## src/hdl/pcsc_pkg.sv

```systemverilog
package pcsc_pkg;
   localparam int          PCSC_CLK_HZ       = 125_000_000;
   localparam int          PCSC_TSU_NS       = 10_000;
   localparam int          PCSC_WD_US        = 12_800;
   localparam int          PCSC_TSU_CYC      = (PCSC_TSU_NS + 7) / 8;
   localparam int          PCSC_WD_CYC_DEF   = PCSC_WD_US * 125;
   localparam int          PCSC_CNT_W        = 21;
   localparam int          PCSC_CODE_W       = 3;
   localparam int          PCSC_MA_BASE      = 250;
   localparam int          PCSC_MA_STEP      = 25;
   // Register offsets (byte addresses)
   localparam logic [3:0]  PCSC_A_CTRL       = 4'h0;
   localparam logic [3:0]  PCSC_A_STAT       = 4'h4;
   localparam logic [3:0]  PCSC_A_CLR        = 4'h8;
   localparam logic [3:0]  PCSC_A_IEN        = 4'hC;
   // Control field positions
   localparam int          PCSC_B_PRE        = 0;
   localparam int          PCSC_B_WDF        = 1;
   localparam int          PCSC_B_CODE       = 4;
   localparam int          PCSC_B_PIN        = 8;
   localparam logic [31:0] PCSC_CTRL_RST     = 32'h0000_0002;
   localparam logic [31:0] PCSC_CTRL_MASK    = 32'h0000_0173;
   localparam logic [1:0]  PCSC_RESP_OK      = 2'b00;
   localparam logic [1:0]  PCSC_RESP_ERR     = 2'b10;
endpackage

```

## src/hdl/pcsc_if.sv

```systemverilog
`timescale 1ns/1ps
interface pcsc_if;
   logic                   sink_en;
   logic                   bias_preenable;
   logic                   wd_force_off_enable;
   logic [2:0]             sink_current_code;
   logic                   wd_expired_irq;
   logic                   sink_on;
   modport dev  (input sink_en, bias_preenable, wd_force_off_enable,
                 sink_current_code, output wd_expired_irq, sink_on);
   modport host (output sink_en, bias_preenable, wd_force_off_enable,
                 sink_current_code, input wd_expired_irq, sink_on);
endinterface

```

## src/hdl/pcsc_host.sv

```systemverilog
`timescale 1ns/1ps
module pcsc_host
   import pcsc_pkg::*;
(
   // Clock and reset
   input  wire logic        aclk,
   input  wire logic        aresetn,
   // AXI4-Lite write
   input  wire logic [3:0]  awaddr,
   input  wire logic        awvalid,
   output logic             awready,
   input  wire logic [31:0] wdata,
   input  wire logic [3:0]  wstrb,
   input  wire logic        wvalid,
   output logic             wready,
   output logic [1:0]       bresp,
   output logic             bvalid,
   input  wire logic        bready,
   // AXI4-Lite read
   input  wire logic [3:0]  araddr,
   input  wire logic        arvalid,
   output logic             arready,
   output logic [31:0]      rdata,
   output logic [1:0]       rresp,
   output logic             rvalid,
   input  wire logic        rready,
   // Interrupt
   output logic             irq,
   // Link
   pcsc_if.host             lnk
);
   logic [31:0]             ctrl_q;
   logic                    stat_q;
   logic                    ien_q;
   logic                    aw_q;
   logic                    w_q;
   logic [3:0]              wa_q;
   logic [31:0]             wd_q;
   logic                    do_wr;
   logic                    clr;
   logic                    irq_s1_q;
   logic                    irq_s2_q;
   logic                    aw_d;
   logic                    w_d;
   logic                    bvalid_d;
   logic                    rvalid_d;

   // Next states, so the readies can come from flops
   assign do_wr    = aw_q && w_q && !bvalid;
   assign aw_d     = !do_wr && (aw_q || (awvalid && awready));
   assign w_d      = !do_wr && (w_q || (wvalid && wready));
   assign bvalid_d = do_wr || (bvalid && !bready);
   assign rvalid_d = (arvalid && arready) || (rvalid && !rready);
   assign clr      = do_wr && wa_q == PCSC_A_CLR && wd_q[0];

   // Readies low while a transfer or an answer is pending
   always_ff @(posedge aclk) begin
      if (!aresetn) begin
         awready <= 1'b0;
         wready  <= 1'b0;
         arready <= 1'b0;
      end else begin
         awready <= !aw_d && !bvalid_d;
         wready  <= !w_d && !bvalid_d;
         arready <= !rvalid_d;
      end
   end

   // Sink-side control lines; pin line is a plain control bit
   assign lnk.bias_preenable      = ctrl_q[PCSC_B_PRE];
   assign lnk.wd_force_off_enable = ctrl_q[PCSC_B_WDF];
   assign lnk.sink_current_code   = ctrl_q[PCSC_B_CODE +: PCSC_CODE_W];
   assign lnk.sink_en             = ctrl_q[PCSC_B_PIN];

   always_ff @(posedge aclk) begin
      if (!aresetn) begin
         aw_q   <= 1'b0;
         w_q    <= 1'b0;
         wa_q   <= '0;
         wd_q   <= '0;
         bvalid <= 1'b0;
         bresp  <= PCSC_RESP_OK;
      end else begin
         if (awvalid && awready) begin
            aw_q <= 1'b1;
            wa_q <= awaddr;
         end
         if (wvalid && wready) begin
            w_q  <= 1'b1;
            wd_q <= wdata;
         end
         if (do_wr) begin
            aw_q   <= 1'b0;
            w_q    <= 1'b0;
            bvalid <= 1'b1;
            bresp  <= (wa_q == PCSC_A_CTRL || wa_q == PCSC_A_CLR
                       || wa_q == PCSC_A_IEN) ? PCSC_RESP_OK
                                              : PCSC_RESP_ERR;
         end else if (bvalid && bready) begin
            bvalid <= 1'b0;
         end
      end
   end

   always_ff @(posedge aclk) begin
      if (!aresetn) begin
         ctrl_q <= PCSC_CTRL_RST;
         ien_q  <= 1'b0;
      end else if (do_wr && wa_q == PCSC_A_CTRL) begin
         ctrl_q <= wd_q & PCSC_CTRL_MASK;
      end else if (do_wr && wa_q == PCSC_A_IEN) begin
         ien_q <= wd_q[0];
      end
   end

   // Set wins over a simultaneous clear
   always_ff @(posedge aclk) begin
      if (!aresetn) begin
         irq_s1_q <= 1'b0;
         irq_s2_q <= 1'b0;
         stat_q   <= 1'b0;
         irq      <= 1'b0;
      end else begin
         irq_s1_q <= lnk.wd_expired_irq;
         irq_s2_q <= irq_s1_q;
         if (irq_s2_q)
            stat_q <= 1'b1;
         else if (clr)
            stat_q <= 1'b0;
         irq <= stat_q && ien_q;
      end
   end

   always_ff @(posedge aclk) begin
      if (!aresetn) begin
         rvalid <= 1'b0;
         rdata  <= '0;
         rresp  <= PCSC_RESP_OK;
      end else if (arvalid && arready) begin
         rvalid <= 1'b1;
         rresp  <= PCSC_RESP_OK;
         case (araddr)
            PCSC_A_CTRL: rdata <= ctrl_q;
            PCSC_A_STAT: rdata <= {30'h0000_0000, lnk.sink_on, stat_q};
            PCSC_A_IEN:  rdata <= {31'h0000_0000, ien_q};
            PCSC_A_CLR:  rdata <= '0;
            default: begin
               rdata <= '0;
               rresp <= PCSC_RESP_ERR;
            end
         endcase
      end else if (rvalid && rready) begin
         rvalid <= 1'b0;
      end
   end
endmodule

```

## src/flat_wrapper.sv

```systemverilog
// flat-port wrapper written by rule: the top's interface ports become plain ports
module pcsc_host_flat import pcsc_pkg::*;
  (aclk, aresetn, awaddr, awvalid, awready, wdata, wstrb, wvalid, wready, bresp, bvalid, bready, araddr, arvalid, arready, rdata, rresp, rvalid, rready, irq, lnk_sink_en, lnk_bias_preenable, lnk_wd_force_off_enable, lnk_sink_current_code, lnk_wd_expired_irq, lnk_sink_on);
  pcsc_if lnk_i ();
  input  wire logic aclk;
  input  wire logic aresetn;
  input  wire logic [3:0] awaddr;
  input  wire logic awvalid;
  output logic awready;
  input  wire logic [31:0] wdata;
  input  wire logic [3:0] wstrb;
  input  wire logic wvalid;
  output logic wready;
  output logic [1:0] bresp;
  output logic bvalid;
  input  wire logic bready;
  input  wire logic [3:0] araddr;
  input  wire logic arvalid;
  output logic arready;
  output logic [31:0] rdata;
  output logic [1:0] rresp;
  output logic rvalid;
  input  wire logic rready;
  output logic irq;
  output wire logic [$bits(lnk_i.sink_en)-1:0] lnk_sink_en;
  output wire logic [$bits(lnk_i.bias_preenable)-1:0] lnk_bias_preenable;
  output wire logic [$bits(lnk_i.wd_force_off_enable)-1:0] lnk_wd_force_off_enable;
  output wire logic [$bits(lnk_i.sink_current_code)-1:0] lnk_sink_current_code;
  input wire logic [$bits(lnk_i.wd_expired_irq)-1:0] lnk_wd_expired_irq;
  input wire logic [$bits(lnk_i.sink_on)-1:0] lnk_sink_on;
  assign lnk_sink_en = lnk_i.sink_en;
  assign lnk_bias_preenable = lnk_i.bias_preenable;
  assign lnk_wd_force_off_enable = lnk_i.wd_force_off_enable;
  assign lnk_sink_current_code = lnk_i.sink_current_code;
  assign lnk_i.wd_expired_irq = lnk_wd_expired_irq;
  assign lnk_i.sink_on = lnk_sink_on;
  pcsc_host u_core (.aclk(aclk), .aresetn(aresetn), .awaddr(awaddr), .awvalid(awvalid), .awready(awready), .wdata(wdata), .wstrb(wstrb), .wvalid(wvalid), .wready(wready), .bresp(bresp), .bvalid(bvalid), .bready(bready), .araddr(araddr), .arvalid(arvalid), .arready(arready), .rdata(rdata), .rresp(rresp), .rvalid(rvalid), .rready(rready), .irq(irq), .lnk(lnk_i));
endmodule
```

## config.mk

```make
export PLATFORM = sky130hd
export DESIGN_NAME = pcsc_host_flat
export DESIGN_NICKNAME = d
export VERILOG_FILES = /design/src/hdl/pcsc_pkg.sv /design/src/hdl/pcsc_if.sv /design/src/hdl/pcsc_host.sv /design/src/flat_wrapper.sv
export SDC_FILE = /design/constraint.sdc
export NUM_CORES = 1
export LEC_CHECK = 0
export ABC_AREA = 1
export BUFFER_PORTS_ARGS = -buffer_cell sky130_fd_sc_hd__buf_4
export CAP_MARGIN = 20
export CORE_AREA = 2 2 70 72
export DETAILED_ROUTE_END_ITERATION = 8
export DIE_AREA = 0 0 72 74
export PLACE_DENSITY = 0.64
export SYNTH_ARGS = -nofsm -noshare
export SYNTH_HDL_FRONTEND = slang
export SYNTH_SLANG_ARGS = --single-unit
```

## constraint.sdc

```tcl
create_clock -name aclk -period 1.5 [get_ports aclk]
set_input_delay 0.15 -clock aclk [delete_from_list [all_inputs] [get_ports aclk]]
set_output_delay 0.15 -clock aclk [all_outputs]
set_load 0.05 [all_outputs]
```

Yosys cells after proc, flatten, opt, wreduce, memory -nomap -nowiden
Index checks and enable logic that the tools add are counted.

storage, ports and cells
  bits of input ports = 53
  flip-flop bits (word level) = 67
  output and inout bits = 48
  word-level logic and storage cells = 74

operators by class
  multiplexer cells = 9
  reductions and logical operators = 40
  eq/ne operators = 5
  bitwise gates (word level) = 2

operator list
  cell                  count
  $pmux W9 S3           1
  $logic_and A1 B1 Y1   18
  $eq A4 B4 Y1 const B  4
  $logic_not A1 Y1      8
  $logic_not A4 Y1      2
  $logic_or A1 B1 Y1    6
  $mux W1               6
  $reduce_bool A2 Y1    3
  $eq A4 B3 Y1 const B  1
  $mux W2               2
  $reduce_or A4 Y1      1
  $not A1 Y1            2
  $reduce_and A2 Y1     1
  $reduce_or A2 Y1      1

Depth between registers and ports, before layout
Gate-level depths: netlist of run 1.

  depth after elaboration = 6
  depth in mapped cells = 6
  depth with buffers taken out = 6

Worst setup path after synthesis of run 1
Ideal clock, no wire load.

  kind = register -> register
  from = reg u_core.arready
  to = reg u_core.rdata[4]
  setup time = 0.070 ns
  path slack = 0.167 ns
  required time = 1.430 ns
  stages on the path, launching flop included = 6
  arrival time = 1.264 ns
  path buffers = 0
  clock period less this slack = 1.333 ns
  path through = dfxtp_1 nand2_2 inv_2 and3_4 nand2_1 a21oi_1

between the ends
  longest elaborated chain between the ends = 1

RTL lines
  element                   line              text
  start: declaration        pcsc_host.sv:22   output logic arready,
  start signal: assignment  pcsc_host.sv:65   arready <= !rvalid_d;
  $logic_and A1 B1 Y1       pcsc_host.sv:139  end else if (arvalid && arready) begin
  end signal: assignment    pcsc_host.sv:143  PCSC_A_CTRL: rdata <= ctrl_q;
  end signal: assignment    pcsc_host.sv:144  PCSC_A_STAT: rdata <= {30'h0000_0000, lnk.sink_on, stat_q};
  end signal: assignment    pcsc_host.sv:145  PCSC_A_IEN: rdata <= {31'h0000_0000, ien_q};
  end: declaration          pcsc_host.sv:23   output logic [31:0] rdata,

Every way passes these cells.
A chain may end at the register's enable or synchronous reset.

Final worst setup path of run 1
  from = reg u_core.wa_q[0]
  to = reg u_core.ctrl_q[5]

between the ends
  longest elaborated chain between the ends = 2

RTL lines
  element                   line              text
  start: declaration        pcsc_host.sv:37   logic [3:0] wa_q;
  start signal: assignment  pcsc_host.sv:86   wa_q <= awaddr;
  $logic_not A4 Y1          pcsc_host.sv:109  end else if (do_wr && wa_q == PCSC_A_CTRL) begin
  $logic_and A1 B1 Y1       pcsc_host.sv:109
  end signal: assignment    pcsc_host.sv:110  ctrl_q <= wd_q & PCSC_CTRL_MASK;
  end: declaration          pcsc_host.sv:32   logic [31:0] ctrl_q;

Every way passes these cells.

==> flow_summary.json, run 1 <==
{
  "cts_max_level": 2,
  "drv_slew": 0,
  "num_io_pins": 101,
  "postRouteAntennaNets": 0,
  "ys_types": 19,
  "rr_startpoint": "u_core.wa_q[0]",
  "synth_edf_count": 0,
  "cts_tree": "built",
  "timing_worst_setup_path_type": "reg -> reg",
  "yosys_most_used_dff": "sky130_fd_sc_hd__dfxtp_1",
  "crit_path_start_kind": "register",
  "stage_delay_of_the_slowest_cell_on_the_critical_path_ns": 0.33,
  "proportion_of_synthesized_chip_area_in_sequential_cells_pct": 46.5,
  "hp-class": "in -> reg",
  "synth_warnings": 0,
  "cp_cell_sequence": "nor2_4 > nand3_2 > nor2_4 > inv_2 > nor2_1 > nor2_1",
  "coreArea_um2": 4600,
  "number_of_max_cap_violations": 0,
  "drt-pass1-iter-count": 4,
  "total_leakage_power_nw": 0.944,
  "root_buffer": "sky130_fd_sc_hd__clkbuf_8",
  "timing.critical_path.max_delay_family": "simple AND/OR/NAND/NOR gates",
  "final.period_utilization_pct": 72.6,
  "clock_tree.buffer_depth": 2,
  "crit_path_end_kind": "register",
  "synth_seq_cells": 36,
  "global_route.overflow_total": 0,
  "holdPathStages": 3,
  "cellPowerDensity_nw_per_um2": 1170,
  "cp.required_ns": 1.68,
  "worstPathBufferInverterCount": 1,
  "post-cts-setup-buffer-count": 0,
  "grt_start_max_net_pins": 25,
  "most_frequent_cells_after_synthesis": "sky130_fd_sc_hd__nor2_1, sky130_fd_sc_hd__dfxtp_1, sky130_fd_sc_hd__buf_4, sky130_fd_sc_hd__nand2_1, sky130_fd_sc_hd__o21ai_0",
  "final_period_minus_worst_setup_slack_ns": 1.09,
  "gp_congestion": 0.786,
  "antenna_cells": 0,
  "post-synth-top-area-cell": "sky130_fd_sc_hd__dfxtp_1",
  "r2r.worst_path.cells": 6,
  "min_to": "u_core.irq_s1_q",
  "synth_top_area_share_pct": 46.5,
  "total_die_area_um2": 5330,
  "antenna_found_initial": 0,
  "asyncSetResetFlopFracSynth_pct": 0,
  "rsz0062_at_grt": "false",
  "synth_cells": 199,
  "main_area_contributors_after_synthesis": "sky130_fd_sc_hd__dfxtp_1, sky130_fd_sc_hd__buf_4, sky130_fd_sc_hd__nor2_1",
  "detailedRoute.firstIterationViolations": 61,
  "row_count": 25,
  "port_buffers": 42,
  "finalSetupViolations": 0,
  "post_synthesis_cell_area_um2": 1550,
  "timing.rr.end": "u_core.ctrl_q[5]",
  "final.setup.tns_ns": 0,
  "grt_pass1_wl_um": 4570,
  "reg2reg_setup_slack_ns": 0.41,
  "fillerInstances": 487,
  "first_global_vias": 1008,
  "horizontal_die_dimension_um": 72,
  "dr_total_vias": 1244,
  "fin_worst_skew_ns": 0.00284,
  "cts_made_buffers": 5,
  "status": "complete, no violations",
  "peak_ir_drop_on_the_vdd_network_mv": 0.414,
  "drive_gt1_share_pct": 23.7,
  "global_route.usage.total_pct": 11.0,
  "maxClockFrequency_mhz": 918,
  "area_growth_pct": 23.7,
  "report.final.hold_viol_count": 0,
  "wl_per_cell_um": 9.33,
  "finalCoreUtilization_pct": 41.7,
  "height_of_the_die_um": 74,
  "worst_hold_startpoint": "lnk_wd_expired_irq",
  "post_cts_hold_buffer_count": 0,
  "start_util_pct": 33.7,
  "worst_path_max_delay_cell": "sky130_fd_sc_hd__dfxtp_1",
  "worst_path_maximum_fanout": 7,
  "clock_sink_count": 36,
  "dp.final_hpwl_um": 2120,
  "route.detailed.vias_per_inst": 4.16,
  "synthMostInstantiatedCell": "sky130_fd_sc_hd__nor2_1",
  "post_cts.resized_instances": 0,
  "whs_ns": 0.0521,
  "post-route-drc-count": 0,
  "worstPathArrival_ns": 1.27,
  "clock_latency_ns": 0.28,
  "fin_nets": 297,
  "route.final.wire_length_um": 2790,
  "clk_transition_reported_paths_ns": 0.07,
  "avgSynthCellArea_um2": 7.79
}
-- metrics by stage --
step / power, mW / instance area [µm²] / setup WS [ns] / instances
4_1_cts: 2.28 / 1920 / 0.421 / 299
2_1_floorplan: 1.41 / 1650 / 0.167 / 226
6_report: 2.25 / 1920 / 0.411 / 299
5_1_grt: 2.36 / 1920 / 0.319 / 299
3_5_place_dp: 1.45 / 1810 / 0.424 / 291
3_3_place_gp: 1.45 / 1810 / 0.408 / 291
-- routing by layer --
metal  vias up  GRT usage [%]  routed length (µm)
li1        666              -                   -
met1       523           13.9                1320
met2        51           17.5                1220
met3         4           2.98                 195
met4         0           5.66                  57
met5         -              0                   0
-- placed cells by master, fill, tap and decap left out, drive strengths merged --
cell type / n
a21oi: 13
and3: 1
buf: 42
bufinv: 1
clkbuf: 6
clkinv: 1
conb: 28
dfxtp: 36
inv: 16
nand2: 26
nand3: 11
nand4: 1
nor2: 43
nor4: 2
o21ai: 18
-- registers in the layout, indices dropped and copies added, names as in the netlist --
name and flops:
u_core.arready 1, u_core.aw_q 1, u_core.awready 1, u_core.bresp 1
u_core.bvalid 1, u_core.ctrl_q 6, u_core.ien_q 1, u_core.irq 1
u_core.irq_s1_q 1, u_core.irq_s2_q 1, u_core.rdata 6, u_core.rresp 1
u_core.rvalid 1, u_core.stat_q 1, u_core.w_q 1, u_core.wa_q 4
u_core.wd_q 6, u_core.wready 1
-- where the power goes --
group	leakage [nW]	internal (mW)	switching (mW)	total (mW)
sequential	0.294	1.00	0.0306	1.03
clock	0.0552	0.493	0.327	0.820
combinational	0.595	0.0951	0.302	0.397
total	0.944	1.59	0.659	2.25
-- cell families after synthesis --
logic type | synth area share [%]
AOI/OAI and AO/OA | 10.0
buffers and inverters | 18.3
DFF | 46.5
other | 0.242
and+or+nand+nor | 24.9
-- worst register-to-register path, cell delays in order, from the launching register on --
cell,delay (ns)
sky130_fd_sc_hd__dfxtp_1,0.33
sky130_fd_sc_hd__nor2_4,0.15
sky130_fd_sc_hd__nand3_2,0.10
sky130_fd_sc_hd__nor2_4,0.16
sky130_fd_sc_hd__inv_2,0.09
sky130_fd_sc_hd__nor2_1,0.11
sky130_fd_sc_hd__nor2_1,0.05
-- area by class of cell --
cell class | instances | area [µm²] | share of cell area, %
multi-input cells | 143 | 647 | 33.7
clock inverters | 2 | 35.0 | 1.83
inverters | 16 | 60.1 | 3.13
clock buffers | 6 | 72.6 | 3.78
well taps | 54 | 67.6 | 3.52
repair buffers | 42 | 315 | 16.4
flip-flops and latches | 36 | 721 | 37.6
-- worst max-delay path by stage --
stage	slack (ns)	from	to	cells after the start
after floorplan	0.17	u_core.arready	u_core.rdata[4]	5
after global placement	0.41	u_core.wa_q[0]	u_core.ctrl_q[5]	6
after detailed placement	0.42	aresetn	u_core.awready	3
after CTS	0.42	u_core.wa_q[0]	u_core.ctrl_q[5]	6
after global routing	0.32	u_core.wa_q[0]	u_core.ctrl_q[5]	6
final	0.41	u_core.wa_q[0]	u_core.ctrl_q[5]	6
No activity file was read; power rests on OpenSTA's default activity.
==> inputs of run 2 (changes only) <==
PLACE_DENSITY = 0.66   (was 0.64)
clock period = 0.9 ns   (was 1.5 ns; I/O delays follow)
==> run 2 against run 1 <==
Effect of this change:
- the run now ends with negative setup slack left
- global-route usage is 1.4 points higher
- setup slack worse by 0.54 ns
- flip-flop and latch count unchanged
- cell count increased by 7.4%
- utilization rose by 8.2 points
==> flow_summary.json, run 2 (synthesis gave the netlist of run 1 again) <==
{
  "status": "finished with violations",
  "failed_checks": "negative setup slack",
  "dr_total_vias": 1402,
  "crit_path_start_kind": "register",
  "number_of_max_cap_violations": 0,
  "port_buffers": 42,
  "rsz0062_at_grt": "true",
  "horizontal_die_dimension_um": 72,
  "num_io_pins": 101,
  "first_global_vias": 1239,
  "clk_transition_reported_paths_ns": 0.08,
  "start_util_pct": 33.7,
  "finalCoreUtilization_pct": 49.9,
  "detailedRoute.firstIterationViolations": 47,
  "r2r.worst_path.cells": 6,
  "root_buffer": "sky130_fd_sc_hd__clkbuf_8",
  "mostFrequentLayoutCell": "sky130_fd_sc_hd__buf_4",
  "maxClockFrequency_mhz": 976,
  "cts_max_level": 2,
  "dpl.cell_count": 303,
  "height_of_the_die_um": 74,
  "cts_made_buffers": 5,
  "fillerInstances": 455,
  "wl_per_cell_um": 10.3,
  "total_die_area_um2": 5330,
  "fin_worst_skew_ns": 0.00683,
  "global_route.usage.total_pct": 12.4,
  "detailedPlace.worstSlack_ns": -0.127,
  "hp-class": "in -> reg",
  "timing.rr.end": "u_core.ctrl_q[5]",
  "report.final.hold_viol_count": 0,
  "largest_registers": "u_core.ctrl_q (6), u_core.rdata (6), u_core.wd_q (6)",
  "coreArea_um2": 4600,
  "worstPathArrival_ns": 1.21,
  "gp_congestion": 0.771,
  "route.detailed.vias_per_inst": 4.37,
  "antenna_found_initial": 0,
  "area_growth_pct": 48.0,
  "worst_path_maximum_fanout": 7,
  "global_route.usage.met1_pct": 14.0,
  "drt-pass1-iter-count": 4,
  "antenna_cells": 0,
  "post-route-drc-count": 0,
  "grt_util_met2_pct": 21.1,
  "final_period_minus_worst_setup_slack_ns": 1.02,
  "startpoint": "u_core.bvalid",
  "stdcell_count": 321,
  "postRouteAntennaNets": 0,
  "rr_startpoint": "u_core.bvalid",
  "drv_slew": 0,
  "reg2reg_setup_slack_ns": -0.12,
  "global_route.overflow_total": 0,
  "whs_ns": 0.0522,
  "final.setup.tns_ns": -0.932,
  "fin_nets": 319,
  "grt_start_max_net_pins": 24,
  "cellPowerDensity_nw_per_um2": 1590,
  "drive_gt1_share_pct": 43.4,
  "total_leakage_power_nw": 1.09,
  "cts_tree": "built",
  "final.period_utilization_pct": 114,
  "dp.final_hpwl_um": 2290,
  "timing.critical_path.to": "u_core.ctrl_q[5]",
  "cp.required_ns": 1.09,
  "timing_worst_setup_path_type": "reg -> reg",
  "clock_latency_ns": 0.29,
  "crit_path_end_kind": "register",
  "route.final.wire_length_um": 3300,
  "clock_sink_count": 36,
  "worst_slack_ns": -0.125,
  "finalSetupViolations": 14,
  "row_count": 25,
  "clock_tree.buffer_depth": 2,
  "peak_ir_drop_on_the_vdd_network_mv": 0.878,
  "grt_most_used_layer": "met2",
  "layout.cells.most_common_list": "sky130_fd_sc_hd__buf_4, sky130_fd_sc_hd__nor2_1, sky130_fd_sc_hd__conb_1",
  "grt_pass1_wl_um": 5060,
  "globalRouteMet3Util_pct": 3.52
}
run 2: cell count changes in the layout (fill, tap and decap cells not counted), sizes merged:
cell	change
buf	+21
bufinv	-1
clkbuf	-1
clkinv	+2
dlygate4sd3	+1
run 2: cell type report:
type	instances	area [µm²]	share of cell area, %
sequential	36	764	33.3
multi-input combinational	143	696	30.3
inverter	16	65.1	2.84
timing repair buffer	64	614	26.8
clock buffer	5	68.8	3.00
clock inverter	3	18.8	0.818
tap	54	67.6	2.94
run 2: routing by layer:
metal,part of all wire [%],vias to the layer above
met5,0,-
met4,2.4,0
met3,7.4,8
met2,50,57
met1,41,621
li1,-,716
run 2: worst min-delay path by stage:
stage,from,to,cells past startpoint
after floorplan,lnk_wd_expired_irq,u_core.irq_s1_q,2
after global placement,lnk_wd_expired_irq,u_core.irq_s1_q,3
after detailed placement,lnk_wd_expired_irq,u_core.irq_s1_q,3
after CTS,wdata[0],u_core.wd_q[0],3
after global routing,awaddr[0],u_core.wa_q[0],3
final,wdata[0],u_core.wd_q[0],3
run 2: repair_timing:
action	in CTS	in global routing
setup buffers	6	3
pin swaps	4	10
resized for setup	36	26
hold buffers	1	0
setup endpoints to repair	32	36
hold endpoints to repair	1	0
run 2: report_power, final:
part           switching [mW]  total (mW)  internal, mW
logic                   0.537       0.794         0.257
clock network           0.591        1.13         0.539
registers              0.0636        1.72          1.66
run 2: critical path, stage by stage, from the launching register on:
cell and delay, ns:
sky130_fd_sc_hd__dfxtp_4 0.36, sky130_fd_sc_hd__inv_4 0.06, sky130_fd_sc_hd__nand3_4 0.08, sky130_fd_sc_hd__nor2_4 0.18
sky130_fd_sc_hd__inv_2 0.09, sky130_fd_sc_hd__nor2_1 0.11, sky130_fd_sc_hd__nor2_1 0.04
run 2: stage by stage:
step | area (µm²) | total power [mW]
final | 2290 | 3.65
after global routing | 2290 | 3.84
after CTS | 2190 | 3.67
after detailed placement | 1940 | 2.48
after global placement | 1940 | 2.47
after floorplan | 1690 | 2.36
==> inputs of run 3 (changes only) <==
CELL_PAD_IN_SITES_DETAIL_PLACEMENT = 0   (was unset)
CELL_PAD_IN_SITES_GLOBAL_PLACEMENT = 1   (was unset)
CORE_AREA = 2 2 82 84   (was 2 2 70 72)
DIE_AREA = 0 0 84 86   (was 0 0 72 74)
PLACE_DENSITY = 0.71   (was 0.66)
TNS_END_PERCENT = 30   (was unset)
==> run 3 against run 2 <==
Effect of this change:
- the flow still finishes with violations (negative setup slack)
- critical path type unchanged
- clock skew fell by 0.00090 ns
- utilization fell by 13 points
- register-to-register slack got worse by 0.02 ns
- largest cell class unchanged
- cell area rose by 1.6%
- hold slack got worse by 0.013 ns
- routed wire length rose by 0.39%
- via count fell by 5.0%
- cell count rose by 6.9%
==> flow_summary.json, run 3 (synthesis gave the netlist of run 1 again) <==
{
  "cts_tree": "built",
  "status": "finished with violations",
  "stdcell_area_um2": 2330,
  "holdPathStages": 3,
  "post-route-drc-count": 0,
  "clk_transition_reported_paths_ns": 0.07,
  "reg2reg_setup_slack_ns": -0.14,
  "peak_ir_drop_on_the_vdd_network_mv": 0.722,
  "global_route.usage.total_pct": 9.33,
  "grt_start_max_net_pins": 24,
  "crit_path_start_kind": "register",
  "grt_pass1_wl_um": 5270,
  "start_util_pct": 24.7,
  "timing.rr.end": "u_core.ctrl_q[5]",
  "global_route.overflow_total": 0,
  "switching_share_pct": 31.7,
  "final.period_utilization_pct": 116,
  "clock_tree.buffer_depth": 2,
  "finalSetupViolations": 15,
  "total_leakage_power_nw": 1.08,
  "startpoint": "u_core.wa_q[1]",
  "drt-pass1-iter-count": 4,
  "worst_hold_startpoint": "wdata[1]",
  "cts_made_buffers": 5,
  "first_global_vias": 1182,
  "total_die_area_um2": 7220,
  "horizontal_die_dimension_um": 84,
  "power.internal_mw": 2.54,
  "cellPowerDensity_nw_per_um2": 1590,
  "drv_slew": 0,
  "worst_slack_ns": -0.142,
  "finalCoreUtilization_pct": 37.2,
  "final_period_minus_worst_setup_slack_ns": 1.04,
  "height_of_the_die_um": 86,
  "dpl.cell_count": 328,
  "dr_total_vias": 1332,
  "worstPathArrival_ns": 1.22,
  "cp.required_ns": 1.08,
  "root_buffer": "sky130_fd_sc_hd__clkbuf_8",
  "switching_power_mw": 1.18,
  "placed_standard_cell_area_um2": 1970,
  "stdcell_count": 343,
  "area_growth_pct": 50.4,
  "layout.cells.most_common_list": "sky130_fd_sc_hd__buf_4, sky130_fd_sc_hd__nor2_1, sky130_fd_sc_hd__conb_1",
  "timing_worst_setup_path_type": "reg -> reg",
  "port_buffers": 42,
  "gp_congestion": 0.746,
  "sequential_power_share_pct": 46.4,
  "wl_per_cell_um": 9.66,
  "fin_worst_skew_ns": 0.00593,
  "failed_checks": "negative setup slack",
  "r2r.worst_path.cells": 6,
  "antenna_found_initial": 0,
  "mostFrequentLayoutCell": "sky130_fd_sc_hd__buf_4",
  "clock_sink_count": 36,
  "antenna_cells": 0,
  "power.share.clock_pct": 32.1,
  "drive_gt1_share_pct": 46.6,
  "share_comb_of_total_power_pct": 21.5,
  "route.detailed.vias_per_inst": 3.88,
  "maxClockFrequency_mhz": 960,
  "crit_path_end_kind": "register",
  "postRouteAntennaNets": 0,
  "worst_path_maximum_fanout": 6,
  "row_count": 29,
  "total_power_mw": 3.72,
  "rsz0062_at_grt": "true",
  "dp.final_hpwl_um": 2500,
  "largest_registers": "u_core.ctrl_q (6), u_core.rdata (6), u_core.wd_q (6)",
  "report.final.hold_viol_count": 0,
  "cts_max_level": 2,
  "coreArea_um2": 6280,
  "min_to": "u_core.wd_q[1]",
  "route.final.wire_length_um": 3310,
  "num_io_pins": 101,
  "fin_nets": 318,
  "clock_latency_ns": 0.28,
  "rr_startpoint": "u_core.wa_q[1]",
  "hp-class": "in -> reg",
  "detailedRoute.firstIterationViolations": 32,
  "number_of_max_cap_violations": 0
}
## run 3: repair_timing
| action | CTS | global route |
|---|---|---|
| resized for setup | 38 | 41 |
| hold buffers | 1 | 0 |
| endpoints found under the hold margin | 1 | 0 |
| pin swaps | 4 | 2 |
| endpoints found under the setup margin | 35 | 43 |
| buffers inserted | 3 | 3 |
## run 3: worst max path at each step
stage / end / slack [ns]
2_1_floorplan: u_core.rdata[4] / -0.10
3_3_place_gp: u_core.ctrl_q[0] / -0.11
5_1_grt: u_core.ctrl_q[4] / -0.23
3_5_place_dp: u_core.ctrl_q[4] / -0.13
6_report: u_core.ctrl_q[5] / -0.14
4_1_cts: u_core.ctrl_q[6] / -0.13
## run 3: through the flow
stage / TNS [ns] / hold slack (ns) / worst slack (ns)
global route: -2.46 / 0.0535 / -0.231
CTS: -1.19 / 0.0552 / -0.126
floorplan: -1.53 / 0.188 / -0.104
global placement: -0.800 / 0.279 / -0.114
detailed placement: -0.903 / 0.274 / -0.125
finish: -1.04 / 0.0394 / -0.142
## run 3: routing by layer
metal / up-vias / global-route usage [%] / wire, µm
li1: 710 / - / -
met2: 44 / 14.7 / 1560
met4: 0 / 4.84 / 68
met1: 573 / 11.3 / 1480
met3: 5 / 3.27 / 203
met5: - / 0 / 0
## run 3: power groups by stage
stage          registers, mW  logic (mW)  clock network, mW
4_1_cts                 1.72       0.764               1.23
3_5_place_dp            1.75       0.731                  0
6_report                1.73       0.800               1.19
2_1_floorplan           1.84       0.519                  0
5_1_grt                 1.74       0.856               1.31
3_3_place_gp            1.75       0.726                  0
## run 3: cell type report
class | instances | area (µm²)
fillers | 678 | 3950
flip-flops and latches | 36 | 761
well taps | 77 | 96.3
inverters | 16 | 65.1
repair buffers | 63 | 592
clock buffers | 6 | 82.6
clock inverters | 2 | 15.0
multi-input cells | 143 | 721
## run 3: worst max-delay path, stage by stage, from the launching register on
cell                      delay [ns]
sky130_fd_sc_hd__dfxtp_2        0.34
sky130_fd_sc_hd__nor2_4         0.11
sky130_fd_sc_hd__nand3_2        0.08
sky130_fd_sc_hd__nor2_4         0.17
sky130_fd_sc_hd__inv_2          0.09
sky130_fd_sc_hd__nor2_1         0.10
sky130_fd_sc_hd__nor2_1         0.05
